`src/design/usc_defs.svh`:
```
/*
  constants of the setup capture and dma pacing block: register indices,
  control field positions, reset values and timing counts.
  assumes a 25 mhz core clock and apb byte addresses of four times the index.
*/
`ifndef USC_DEFS_SVH
`define USC_DEFS_SVH

// register indices, byte address is four times the index
`define USC_IDX_REQ_TYPE    14'h1a00
`define USC_IDX_REQ_CODE    14'h1a01
`define USC_IDX_VALUE_LOW   14'h1a02
`define USC_IDX_VALUE_HIGH  14'h1a03
`define USC_IDX_INDEX_LOW   14'h1a04
`define USC_IDX_INDEX_HIGH  14'h1a05
`define USC_IDX_LENGTH_LOW  14'h1a06
`define USC_IDX_LENGTH_HIGH 14'h1a07
`define USC_IDX_CH0_CTRL    14'h1a08
`define USC_IDX_CH1_CTRL    14'h1a09
`define USC_IDX_CH0_GAP     14'h1a11

// dma control fields
`define USC_CTRL_EN_BIT      0
`define USC_CTRL_SINGLE_BIT  2
`define USC_CTRL_EP_LSB      4
`define USC_CTRL_EP_MSB      6
`define USC_CTRL_SUSPEND_BIT 7

// reset values
`define USC_CTRL_RST  8'h00
`define USC_GAP_RST   8'h00
`define USC_SETUP_RST 8'h00

// timing
`define USC_CLK_PERIOD_NS 40
`define USC_GAP_UNIT_NS   84
`define USC_GAP_UNIT_CYC  ((`USC_GAP_UNIT_NS + `USC_CLK_PERIOD_NS - 1) / `USC_CLK_PERIOD_NS)
`define USC_REQ_EN_CYC    1

`endif

```
`src/design/usc_pkg.sv`:
```
/*
  types of the setup capture and dma pacing block.
  assumes usc_defs.svh for all numeric constants.
*/
package usc_pkg;
  typedef logic [7:0]  usc_byte_t;
  typedef logic [15:0] usc_word_t;
  typedef logic [9:0]  usc_gap_t;
  typedef enum logic [1:0] {DMA_IDLE, DMA_REQ, DMA_GAP} usc_dma_state_e;
endpackage

```
`src/design/usc_stream_if.sv`:
```
/*
  valid/ready word stream between the pacing logic and its buffer.
  assumes both ends run on the same core clock.
*/
`timescale 1ns/1ps
interface usc_stream_if;
  import usc_pkg::*;
  logic      valid;
  logic      ready;
  usc_word_t data;
  modport src (output valid, output data, input ready);
  modport snk (input valid, input data, output ready);
endinterface

```
`src/design/usc_word_buffer.sv`:
```
/*
  two-entry word buffer with valid and ready on both sides.
  assumes one clock and a synchronous active high reset.
*/
`timescale 1ns/1ps
module usc_word_buffer
  import usc_pkg::*;
(
  // clock and reset
  input  wire logic core_clk,
  input  wire logic rst,
  // fill and drain sides
  usc_stream_if.snk fill,
  usc_stream_if.src drain
);
  usc_word_t  mem [0:1];
  logic       wr_ptr;
  logic       rd_ptr;
  logic [1:0] count;
  logic       push;
  logic       pop;

  // full and empty straight from the count, no bypass path
  assign fill.ready  = (count != 2'h2);
  assign drain.valid = (count != 2'h0);
  assign drain.data  = mem[rd_ptr];
  assign push        = fill.valid && fill.ready;
  assign pop         = drain.valid && drain.ready;

  // storage
  always_ff @(posedge core_clk)
  begin
    if (push)
      mem[wr_ptr] <= fill.data;
  end

  // pointers and occupancy
  always_ff @(posedge core_clk)
  begin
    if (rst)
    begin
      wr_ptr <= 1'b0;
      rd_ptr <= 1'b0;
      count  <= 2'h0;
    end
    else
    begin
      if (push)
        wr_ptr <= ~wr_ptr;
      if (pop)
        rd_ptr <= ~rd_ptr;
      count <= count + {1'b0, push} - {1'b0, pop};
    end
  end
endmodule

```
`src/design/usc_setup_dma.sv`:
```
/*
  setup packet capture and dma request pacing of a usb device controller, with an apb slave.
  assumes setup bytes arrive from link logic on core_clk, the dma
  acknowledge pins are asynchronous, and usb_bus_reset is a core_clk level.
*/
// Design decision made here: the APB register port.
`timescale 1ns/1ps
`include "usc_defs.svh"

// Overview of operation
// - capture eight setup bytes without cpu help
// - second byte goes to request code
// - third byte goes to value low
// - fourth byte goes to value high
// - fifth byte goes to index low
// - sixth byte goes to index high
// - seventh byte goes to length low
// - eighth byte goes to length high
// - value index length clear on both resets
// - same endpoint makes both channels equivalent
// - suspend bit set stops further requests
// - suspend cleared resumes with the held word
// - single mode waits enable plus n units
// - gap register cleared by hardware reset only
module usc_setup_dma
  import usc_pkg::*;
(
  // clock and resets
  input  wire logic        core_clk,
  input  wire logic        rst,
  input  wire logic        usb_bus_reset,
  // apb slave
  input  wire logic        psel,
  input  wire logic        penable,
  input  wire logic        pwrite,
  input  wire logic [15:0] paddr,
  input  wire logic [31:0] pwdata,
  output logic             pready,
  output logic [31:0]      prdata,
  output logic             pslverr,
  // setup byte stream from the link
  input  wire logic        setup_start,
  input  wire logic        setup_byte_valid,
  input  wire logic [7:0]  setup_byte,
  output logic             setup_byte_ready,
  output logic             setup_complete,
  // endpoint words towards dma
  input  wire logic        ep_word_valid,
  input  wire logic [15:0] ep_word,
  output logic             ep_word_ready,
  // dma partner pins
  output logic [1:0]       dma_request_out,
  input  wire logic [1:0]  dma_acknowledge_in,
  output logic [15:0]      dma_data_out
);
  usc_byte_t      setup_q [0:7];
  logic [63:0]    setup_flat;
  logic [2:0]     idx;
  logic           capturing;
  logic           take;
  usc_byte_t      dma_ch0_control;
  usc_byte_t      dma_ch1_control;
  usc_byte_t      dma_ch0_request_gap;
  logic [13:0]    reg_idx;
  logic           wr_acc;
  logic [1:0]     ack_meta;
  logic [1:0]     ack_sync;
  logic [1:0]     ack_prev;
  logic [1:0]     ack_rise;
  logic           same_ep;
  logic           ack_done;
  usc_dma_state_e state;
  usc_gap_t       gap_cnt;
  usc_gap_t       gap_load;
  logic           req0;
  logic           suspend;
  usc_stream_if   in_s ();
  usc_stream_if   out_s ();

  // the link is never stalled; bytes after the eighth are dropped
  assign setup_byte_ready = 1'b1;
  assign take             = setup_byte_valid && capturing;

  // byte position within the setup stage
  always_ff @(posedge core_clk)
  begin
    if (rst || usb_bus_reset)
    begin
      idx       <= 3'h0;
      capturing <= 1'b0;
    end
    else if (setup_start)
    begin
      idx       <= 3'h0;
      capturing <= 1'b1;
    end
    else if (take)
    begin
      idx <= idx + 3'h1;
      if (idx == 3'h7)
        capturing <= 1'b0;
    end
  end

  // one pulse once the eighth byte is stored
  always_ff @(posedge core_clk)
  begin
    if (rst)
      setup_complete <= 1'b0;
    else
      setup_complete <= take && (idx == 3'h7);
  end

  // one byte register per setup position; type and code carry no reset
  generate
    for (genvar gi = 0; gi < 8; gi++)
    begin : g_setup
      assign setup_flat[8*gi +: 8] = setup_q[gi];
      if (gi < 2)
      begin : g_noreset
        always_ff @(posedge core_clk)
        begin
          if (take && (idx == 3'(gi)))
            setup_q[gi] <= setup_byte;
        end
      end
      else
      begin : g_reset
        always_ff @(posedge core_clk)
        begin
          if (rst || usb_bus_reset)
            setup_q[gi] <= `USC_SETUP_RST;
          else if (take && (idx == 3'(gi)))
            setup_q[gi] <= setup_byte;
        end
      end
    end
  endgenerate

  // apb decode; zero wait states, data latched in the setup phase
  assign pready  = 1'b1;
  assign reg_idx = paddr[15:2];
  assign wr_acc  = psel && penable && pwrite && !pslverr;

  // read data and error, registered so outputs come from flops
  always_ff @(posedge core_clk)
  begin
    if (rst)
    begin
      prdata  <= 32'h0;
      pslverr <= 1'b0;
    end
    else if (psel && !penable)
    begin
      prdata  <= 32'h0;
      pslverr <= 1'b0;
      if (paddr[1:0] != 2'h0)
        pslverr <= 1'b1;
      else if (reg_idx >= `USC_IDX_REQ_TYPE && reg_idx <= `USC_IDX_LENGTH_HIGH)
      begin
        prdata  <= {24'h0, setup_q[reg_idx[2:0]]};
        pslverr <= pwrite; // setup bytes are read only
      end
      else if (reg_idx == `USC_IDX_CH0_CTRL)
        prdata <= {24'h0, dma_ch0_control};
      else if (reg_idx == `USC_IDX_CH1_CTRL)
        prdata <= {24'h0, dma_ch1_control};
      else if (reg_idx == `USC_IDX_CH0_GAP)
        prdata <= {24'h0, dma_ch0_request_gap};
      else
        pslverr <= 1'b1;
    end
  end

  // dma control: kept across bus reset, bits 1 and 3 stored as written
  always_ff @(posedge core_clk)
  begin
    if (rst)
    begin
      dma_ch0_control <= `USC_CTRL_RST;
      dma_ch1_control <= `USC_CTRL_RST;
    end
    else if (wr_acc && reg_idx == `USC_IDX_CH0_CTRL)
      dma_ch0_control <= pwdata[7:0];
    else if (wr_acc && reg_idx == `USC_IDX_CH1_CTRL)
      dma_ch1_control <= pwdata[7:0];
  end

  // interval register ignores the usb bus reset
  always_ff @(posedge core_clk)
  begin
    if (rst)
      dma_ch0_request_gap <= `USC_GAP_RST;
    else if (wr_acc && reg_idx == `USC_IDX_CH0_GAP)
      dma_ch0_request_gap <= pwdata[7:0];
  end

  // acknowledge pins: three flops each, edge taken from the second stage
  generate
    for (genvar gi = 0; gi < 2; gi++)
    begin : g_ack
      always_ff @(posedge core_clk)
      begin
        if (rst)
        begin
          ack_meta[gi] <= 1'b0;
          ack_sync[gi] <= 1'b0;
          ack_prev[gi] <= 1'b0;
        end
        else
        begin
          ack_meta[gi] <= dma_acknowledge_in[gi];
          ack_sync[gi] <= ack_meta[gi];
          ack_prev[gi] <= ack_sync[gi];
        end
      end
      assign ack_rise[gi] = ack_sync[gi] && !ack_prev[gi];
    end
  endgenerate

  // channels on one endpoint share request and acknowledge
  assign same_ep = dma_ch0_control[`USC_CTRL_EN_BIT] && dma_ch1_control[`USC_CTRL_EN_BIT]
                && (dma_ch0_control[`USC_CTRL_EP_MSB:`USC_CTRL_EP_LSB]
                 == dma_ch1_control[`USC_CTRL_EP_MSB:`USC_CTRL_EP_LSB]);
  assign ack_done = (state == DMA_REQ) && (ack_rise[0] || (same_ep && ack_rise[1]));
  assign dma_request_out = {same_ep && req0, req0};

  // buffer between endpoint words and the dma pins
  assign in_s.valid    = ep_word_valid;
  assign in_s.data     = ep_word;
  assign ep_word_ready = in_s.ready;
  assign out_s.ready   = ack_done; // a word leaves only when its transfer completes

  usc_word_buffer u_buf (
    .core_clk (core_clk),
    .rst      (rst),
    .fill     (in_s),
    .drain    (out_s)
  );

  // pacing time: request enable plus n interval units, single mode only
  assign suspend  = dma_ch0_control[`USC_CTRL_SUSPEND_BIT];
  assign gap_load = usc_gap_t'(`USC_REQ_EN_CYC)
                  + (dma_ch0_control[`USC_CTRL_SINGLE_BIT]
                     ? usc_gap_t'(dma_ch0_request_gap) * usc_gap_t'(`USC_GAP_UNIT_CYC)
                     : usc_gap_t'(0));

  // request state machine; suspend drops the request, word stays queued
  always_ff @(posedge core_clk)
  begin
    if (rst)
    begin
      state        <= DMA_IDLE;
      req0         <= 1'b0;
      gap_cnt      <= '0;
      dma_data_out <= 16'h0;
    end
    else
    begin
      case (state)
        DMA_IDLE:
        begin
          if (out_s.valid && !suspend && dma_ch0_control[`USC_CTRL_EN_BIT])
          begin
            state        <= DMA_REQ;
            req0         <= 1'b1;
            dma_data_out <= out_s.data;
          end
        end
        DMA_REQ:
        begin
          if (ack_done)
          begin
            state   <= DMA_GAP;
            req0    <= 1'b0;
            gap_cnt <= gap_load;
          end
          else if (suspend)
          begin
            state <= DMA_IDLE;
            req0  <= 1'b0;
          end
        end
        DMA_GAP:
        begin
          if (gap_cnt <= usc_gap_t'(1))
            state <= DMA_IDLE;
          gap_cnt <= gap_cnt - usc_gap_t'(1);
        end
        default:
        begin
          state <= DMA_IDLE;
          req0  <= 1'b0;
        end
      endcase
    end
  end

  // helpers for the checks below
  logic [2:0]  last_idx;
  usc_byte_t   last_byte;
  logic        take_d;
  usc_gap_t    since_done;
  usc_gap_t    last_gap;
  logic        done_seen;
  always_ff @(posedge core_clk)
  begin
    if (rst)
    begin
      take_d     <= 1'b0;
      last_idx   <= 3'h0;
      last_byte  <= 8'h0;
      since_done <= '0;
      last_gap   <= '0;
      done_seen  <= 1'b0;
    end
    else
    begin
      take_d    <= take && !usb_bus_reset;
      last_idx  <= idx;
      last_byte <= setup_byte;
      if (ack_done)
      begin
        since_done <= '0;
        last_gap   <= gap_load;
        done_seen  <= 1'b1;
      end
      else if (since_done != 10'h3ff)
        since_done <= since_done + usc_gap_t'(1);
    end
  end

  a_setup_done_pulse: assert property (@(posedge core_clk) disable iff (rst)
    take && idx == 3'h7 |=> setup_complete ##1 !setup_complete)
    else $error("setup complete not pulsed after eighth byte");
  a_code_capture: assert property (@(posedge core_clk) disable iff (rst)
    take && idx == 3'h1 |=> setup_q[1] == $past(setup_byte))
    else $error("request code byte not captured");
  a_byte_placed: assert property (@(posedge core_clk)
    disable iff (rst)
    take_d |-> setup_q[last_idx] == last_byte)
    else $error("setup byte stored at wrong position");
  a_bus_reset_clear: assert property (@(posedge core_clk) disable iff (rst)
    usb_bus_reset |=> setup_flat[63:16] == 48'h0)
    else $error("setup fields not cleared by bus reset");
  // second pin acknowledge must end a shared request just like the first
  a_same_ep_mirror: assert property (@(posedge core_clk) disable iff (rst)
    same_ep && state == DMA_REQ && ack_rise[1] |=> dma_request_out == 2'b00)
    else $error("shared endpoint acknowledge on second pin ignored");
  a_suspend_no_req: assert property (@(posedge core_clk) disable iff (rst)
    suspend && !ack_done ##1 suspend |-> !dma_request_out[0])
    else $error("request while suspended");
  a_suspend_keeps: assert property (@(posedge core_clk) disable iff (rst)
    out_s.valid && !ack_done |=> out_s.valid && $stable(out_s.data))
    else $error("word lost without completed transfer");
  a_gap_length: assert property (@(posedge core_clk) disable iff (rst)
    $rose(req0) && done_seen |-> since_done >= last_gap)
    else $error("request reasserted before interval elapsed");
  a_gap_bus_keep: assert property (@(posedge core_clk) disable iff (rst)
    usb_bus_reset && !wr_acc |=> $stable(dma_ch0_request_gap))
    else $error("interval register changed by bus reset");
  a_setup_hold: assert property (@(posedge core_clk) disable iff (rst)
    !take && !usb_bus_reset |=> $stable(setup_flat))
    else $error("setup bytes changed without capture");
endmodule

```
`config.mk`:
```
export PLATFORM = sky130hd
export DESIGN_NAME = usc_setup_dma
export DESIGN_NICKNAME = d
export VERILOG_FILES = /design/src/design/usc_pkg.sv /design/src/design/usc_stream_if.sv /design/src/design/usc_word_buffer.sv /design/src/design/usc_setup_dma.sv
export VERILOG_INCLUDE_DIRS = /design/src /design/src/design
export SDC_FILE = /design/constraint.sdc
export NUM_CORES = 1
export LEC_CHECK = 0
export BUFFER_PORTS_ARGS = -buffer_cell sky130_fd_sc_hd__buf_4
export CAP_MARGIN = 20
export CORE_ASPECT_RATIO = 1.4
export CORE_UTILIZATION = 25
export DETAILED_ROUTE_END_ITERATION = 16
export HOLD_SLACK_MARGIN = 0.12
export PLACE_DENSITY_LB_ADDON = 0.1
export SYNTH_ARGS = -nofsm -noshare
export SYNTH_HDL_FRONTEND = slang
export SYNTH_SLANG_ARGS = --single-unit
```
`constraint.sdc`:
```
create_clock -name core_clk -period 3.2 [get_ports core_clk]
set_clock_uncertainty 0.15 [all_clocks]
set_input_delay 0.48 -clock core_clk [delete_from_list [all_inputs] [get_ports core_clk]]
set_output_delay 0.48 -clock core_clk [all_outputs]
set_load 0.05 [all_outputs]
```
After elaboration in Yosys (flattened, before gate mapping)
Memories as Yosys holds them, arrays and structs flattened. A register that Yosys moved wholly into a read port is not among the register bits.
Index checks and enable logic that the tools add are counted.
{"block": "word_totals", "inputBits": 83, "regBits": 85, "mem_bits_rw": 96, "output_inout_bits": 55, "memories": 2, "word_cells": 169}
{"name": "setup_q", "depth": 8, "word_bits": 8, "rd": 1, "rd_ports_with_merged_regs": 0, "write_ports": 7, "line": "usc_setup_dma.sv:56", "rtl": "usc_byte_t setup_q [0:7];"}
{"name": "u_buf.mem", "depth": 2, "word_bits": 16, "rd": 1, "rd_ports_with_merged_regs": 1, "write_ports": 1, "line": "usc_word_buffer.sv:16", "rtl": "usc_word_t mem [0:1];"}
{"block": "classes", "n_mux": 60, "reduce_logical": 50, "n_mul": 1, "n_bitwise": 10, "magnitude_cmp": 3, "eq_ne": 18, "n_addsub": 5}
{"operator": "$mux 8", "n": 12}
{"operator": "$eq 14x13->1 const B", "n": 3}
{"operator": "$mux 1", "n": 38}
{"operator": "$logic_and 1x1->1", "n": 28}
{"operator": "$mux 10", "n": 2}
{"operator": "$pmux 10 s2", "n": 1}
{"operator": "$ge 14x13->1 const B", "n": 1}
{"operator": "$le 14x13->1 const B", "n": 1}
{"operator": "$eq 3x3->1 const B", "n": 4}
{"operator": "$add 1x10->10 const A", "n": 1}
{"operator": "$le 10x1->1 const B", "n": 1}
{"operator": "$mul 8x2->10 const B", "n": 1}
{"operator": "$reduce_bool 2->1", "n": 5}
{"operator": "$sub 10x1->10 const B", "n": 1}
{"operator": "$mux 2", "n": 4}
{"operator": "$reduce_and 2->1", "n": 4}
{"operator": "$reduce_or 8->1", "n": 1}
{"operator": "$eq 3x2->1 const B", "n": 2}
{"operator": "$ne 2x2->1 const B", "n": 3}
{"operator": "$or 1x1->1", "n": 6}
{"operator": "$pmux 2 s3", "n": 1}
{"operator": "$reduce_and 3->1", "n": 2}
{"operator": "$logic_not 1->1", "n": 5}
{"operator": "$not 1->1", "n": 4}
{"operator": "other kinds (15)", "n": 16}

Longest topological paths before layout
{"block": "depth", "depth_word": 7, "depth_mapped": 10, "ltp_nobuf": 10}

By module
Synthesis repeated with hierarchy kept, for this count alone.
{"block": "hier_totals", "hier_cells": 718, "hier_area_um2": 8224.1}
{"mod": "usc_setup_dma", "seq_area_each_um2": 3383.2, "cells_per_inst": 644, "n_inst": 1, "area_each_um2": 6785.3}
{"mod": "usc_word_buffer", "seq_area_each_um2": 1061.0, "cells_per_inst": 74, "n_inst": 1, "area_each_um2": 1438.9}

Worst setup path before layout
No wires, ideal clock.
{"block": "synth_timing", "kind": "flip-flop to flip-flop", "from": "register dma_ch0_request_gap[1]", "to": "register gap_cnt[9]", "synth_period_minus_slack_ns": 2.470, "n_path_buf": 0, "stages_incl_launch_ff": 9, "path_slack_ns": 0.730, "setup_ns": 0.074, "arrival_time_ns": 2.246, "path_cell_list": "dfxtp_1 > ha_1 > fa_1 > a211oi_2 > nor2_2 > nor4_4 > o2111ai_1 > mux2_4 > a31oi_4"}
{"block": "synth_via", "elab_chain_cells": 5}
{"element": "start: declaration", "line": "usc_setup_dma.sv:63", "rtl": "usc_byte_t dma_ch0_request_gap;"}
{"element": "start signal: assignment", "line": "usc_setup_dma.sv:193", "rtl": "dma_ch0_request_gap <= `USC_GAP_RST;"}
{"element": "start signal: assignment", "line": "usc_setup_dma.sv:195", "rtl": "dma_ch0_request_gap <= pwdata[7:0];"}
{"element": "$mul 8x2->10", "line": "usc_setup_dma.sv:245", "rtl": "? usc_gap_t'(dma_ch0_request_gap) * usc_gap_t'(`USC_GAP_UNIT_CYC)"}
{"element": "$mux 10", "line": "usc_setup_dma.sv:244", "rtl": "+ (dma_ch0_control[`USC_CTRL_SINGLE_BIT]"}
{"element": "$add 1x10->10", "line": "usc_setup_dma.sv:243", "rtl": "assign gap_load = usc_gap_t'(`USC_REQ_EN_CYC)"}
{"element": "$mux 10", "line": "usc_setup_dma.sv:272", "rtl": "if (ack_done)"}
{"element": "$pmux 10 s2", "line": "usc_setup_dma.sv:260", "rtl": "case (state)"}
{"element": "end signal: assignment", "line": "usc_setup_dma.sv:276", "rtl": "gap_cnt <= gap_load;"}
{"element": "end signal: assignment", "line": "usc_setup_dma.sv:288", "rtl": "gap_cnt <= gap_cnt - usc_gap_t'(1);"}
{"element": "end: declaration", "line": "usc_setup_dma.sv:73", "rtl": "usc_gap_t gap_cnt;"}
Every way passes these cells. The select of a mux whose other input is x is not followed.
A chain may end at the register's enable or synchronous reset.

Final worst setup path
{"block": "layout_timing", "from": "register dma_ch0_request_gap[1]", "to": "register gap_cnt[8]"}
Same word-level chain as after synthesis.

==> flow_summary_export.csv <==
group,metric,value,unit
pwr,p_per_area,471.7,mW/mm2
timing,hold_viol,0,
final_layout,finalNetCount,935,
hold_path,hold_depth,3,
global_routing,grt_overflow,0,
global_routing,grt_pass1_wl,32330,um
synth,ys_types,72,
floorplan,io_pins,138,
hold_path,min_from,"pwdata[5]",
final_layout,layout-drive-gt1-share,0.1964,
pwr,p_total,4758,uW
routing,vias,5644,
synth,yosysTopAreaCellShare,0.3500,
worst_setup_path,critical_path.slowest_cell,"fa_1",
worst_setup_path,cp.depth,8,
routing,drt-pass1-iter-count,4,
timing,setup_viol,0,
worst_setup_path,startpoint,"dma_ch0_request_gap[1]$_SDFFE_PP0P_",
routing,final_antenna_net_count,0,
timing,fin_crit,2.843,ns
synth,yosys.cell_count.top_type,"edfxtp_1",
synth,synthesis.area,0.008235,mm2
placed_design,dp_hpwl,15430,um
floorplan,die_x,155.4,um
floorplan,core.rowCount,78,
pwr,internal_power,3608,uW
worst_setup_path,cp_num_buf_inv,0,
final_layout,fin_util,0.3113,
synth,synth_top_area_cell,"edfxtp_1",
synth,ys.warnings.count,0,
timing,tns,0,ns
worst_setup_path,cp-start-kind,"flip-flop",
pwr,seq_power_share,0.512,
clock_network,numClockSinks,173,
global_routing,antenna_found_initial,0,
routing,wl_per_cell,16.19,um
clock_network,root_buffer,"clkbuf_16",
timing,fmax,351.7,MHz
clock_network,clockBufferDepth,2,
synth,synth_edf_count,96,
synth,ys.flop_type,"edfxtp_1",
pwr,p_switching,1150,uW
clock_network,clk_pin_slew,0.07,ns
synth,synth-seq-cells,173,
synth,synth.avg_cell_area,11.39,um2
synth,synthTopCellsByArea,"edfxtp_1 35%, dfxtp_1 19%, mux4_2 4.4%",
worst_setup_path,crit_chain,"ha_1, fa_1, a211oi_2, nor2_2, nor4_1, nand4_1, xor2_1, o32ai_1",
flow_run,drv_cap,0,
global_routing,grt_usage,0.1292,
clock_network,htreeDepth,4,
placed_design,numPortBuffers,87,
worst_setup_path,critPathArrivalTime,2.99,ns
worst_setup_path,critical_path.top_delay_family,"simple AND/OR/NAND/NOR gates",
placed_design,dp_slack,0.3638,ns
pwr,power_frac_comb,0.073,
clock_network,worstSkewPairLatency,0.44,ns
timing,slew_violations,0,
synth,synthTopCellsByCount,"96 x edfxtp_1, 77 x dfxtp_1, 59 x nand2_1",
placed_design,gp_congestion,0.7642,
worst_setup_path,crit_path_max_incr_delay,0.43,ns
worst_setup_path,required,3.35,ns
global_routing,grt_max_degree,65,
hold_path,hold_path.class,"input port to flip-flop",
routing,drc,0,
final_layout,area_growth,22.49,%
clock_network,cts_buffers,17,
synth,syn_inst,723,
timing,setup_slack,0.3565,ns
worst_setup_path,path_class,"flip-flop to flip-flop",
worst_setup_path,regToRegStartpoint,"dma_ch0_request_gap[1]$_SDFFE_PP0P_",
synth,synth_seq_area_share,0.5372,
routing,routed_wirelength,20810,um
pwr,clockPowerShare,0.415,
floorplan,core_area,0.03240,mm2
pwr,p_sw_frac,0.2417,
pwr,ir_worst_vdd,0.3501,mV
clock_network,cts_setup_buffers,0,
floorplan,initial_utilization,0.2542,
synth,postSynth.asyncResetShare,0,
timing,hold_ws,0.1622,ns
floorplan,die-height,216.8,um
global_routing,first_global_vias,5929,
timing,grt_setup_unrepaired,"false",
timing,period_share,0.8886,
timing,tightest_slew,1.102,ns
clock_network,cts_tree,"yes",
worst_setup_path,reg2reg_depth,8,
routing,routed_via_density,4.392,
pwr,cellLeakagePower,0.003687,uW
worst_setup_path,crit_fanout,5,
run_status,status,"finished clean",
timing,slew_headroom,0.2645,
floorplan,dieArea,0.03368,mm2
final_layout,insertedDiodeCount,0,
routing,drt_iter0_markers,197,
worst_setup_path,worst_setup_path_end_kind,"flip-flop",
## cells in the final DEF (no fill, tap or decap), types with 5 or more instances in the layout
master / synthesis / final
nand3_1: 25 / 25
nor3_1: 11 / 11
nand2b_1: 7 / 7
mux2i_1: 35 / 35
xor2_1: 11 / 11
clkinv_2: 0 / 5
dfxtp_1: 77 / 77
a21oi_1: 30 / 30
edfxtp_1: 96 / 96
ha_1: 19 / 19
conb_1: 2 / 26
and2_1: 55 / 55
nor3b_1: 8 / 8
nor2b_1: 12 / 11
nand2_1: 59 / 59
a211oi_1: 20 / 20
xnor2_1: 8 / 8
nand4_1: 5 / 5
clkbuf_16: 0 / 18
dlygate4sd3_1: 0 / 28
mux4_2: 16 / 16
inv_1: 12 / 12
o21ai_0: 16 / 16
a221oi_1: 7 / 7
buf_4: 30 / 100
o2bb2ai_1: 7 / 7
nor2_1: 58 / 58
## power by group through the flow
stage / registers [uW] / clock network (uW) / logic, uW
final: 2440 / 1970 / 348
after global routing: 2440 / 2120 / 377
after CTS: 2440 / 2040 / 356
after detailed placement: 2490 / 0 / 327
after global placement: 2480 / 0 / 322
after floorplan: 2480 / 0 / 223
## repair_timing
action | CTS | global route
resized for setup | 0 | 0
hold buffers | 28 | 0
hold endpoints to repair | 56 | 0
## kinds of logic (layout without fill, tap and decap cells)
group	count (synthesis)	in the layout	share of synthesized area
xor+xnor	19	19	0.02021
buf+inv	74	172	0.05090
other cells	2	26	0.0009119
simple gates	270	270	0.1761
mux	52	52	0.08812
compound gates	113	113	0.09526
fa+ha+maj	20	20	0.03130
flops	173	173	0.5372
## registers in the layout, summed over array words and instances, names as in the netlist, 3 cells and up
signal,cells
u_buf.mem,32
dma_ch1_control,8
dma_ch0_control,8
idx,3
prdata,8
gap_cnt,10
setup_q,64
dma_ch0_request_gap,8
dma_data_out,16
## final cells by class
cell class,instances,area (um2)
clock buffers,20,467.9
clock inverters,12,83.83
fillers,3377,22310
inverters,12,45.04
multi-input cells,500,3485
flip-flops and latches,173,4424
well taps,440,550.5
repair buffers,128,1031
## worst paths after layout
path                                      to  slack (ns)
max reg2reg          gap_cnt[8]$_SDFFE_PP0P_        0.36
min reg2reg           ack_sync[1]$_SDFF_PP0_        0.29
min          dma_ch0_control[5]$_SDFFE_PP0P_        0.16
max                  gap_cnt[8]$_SDFFE_PP0P_        0.36
## worst min-delay path, delay by kind of cell
family        cells  cell delay [ns]
buf+inv           1             0.09
mux               1             0.07
simple gates      1             0.07
## stage by stage
stage               cell area, um2  cells
floorplan                     8325    747
global placement              9255   1225
detailed placement            9255   1225
CTS                          10090   1285
global route                 10090   1285
finish                       10090   1285
## layer usage
| layer | vias up | GRT usage | share of wire |
|---|---|---|---|
| met2 | 108 | 0.2447 | 0.55 |
| li1 | 2784 | - | - |
| met3 | 30 | 0.02668 | 0.026 |
| met4 | 0 | 0.06471 | 0.035 |
| met1 | 2722 | 0.1325 | 0.39 |
| met5 | - | 0 | 0 |
Note: power is estimated with default switching activity, not from simulation.
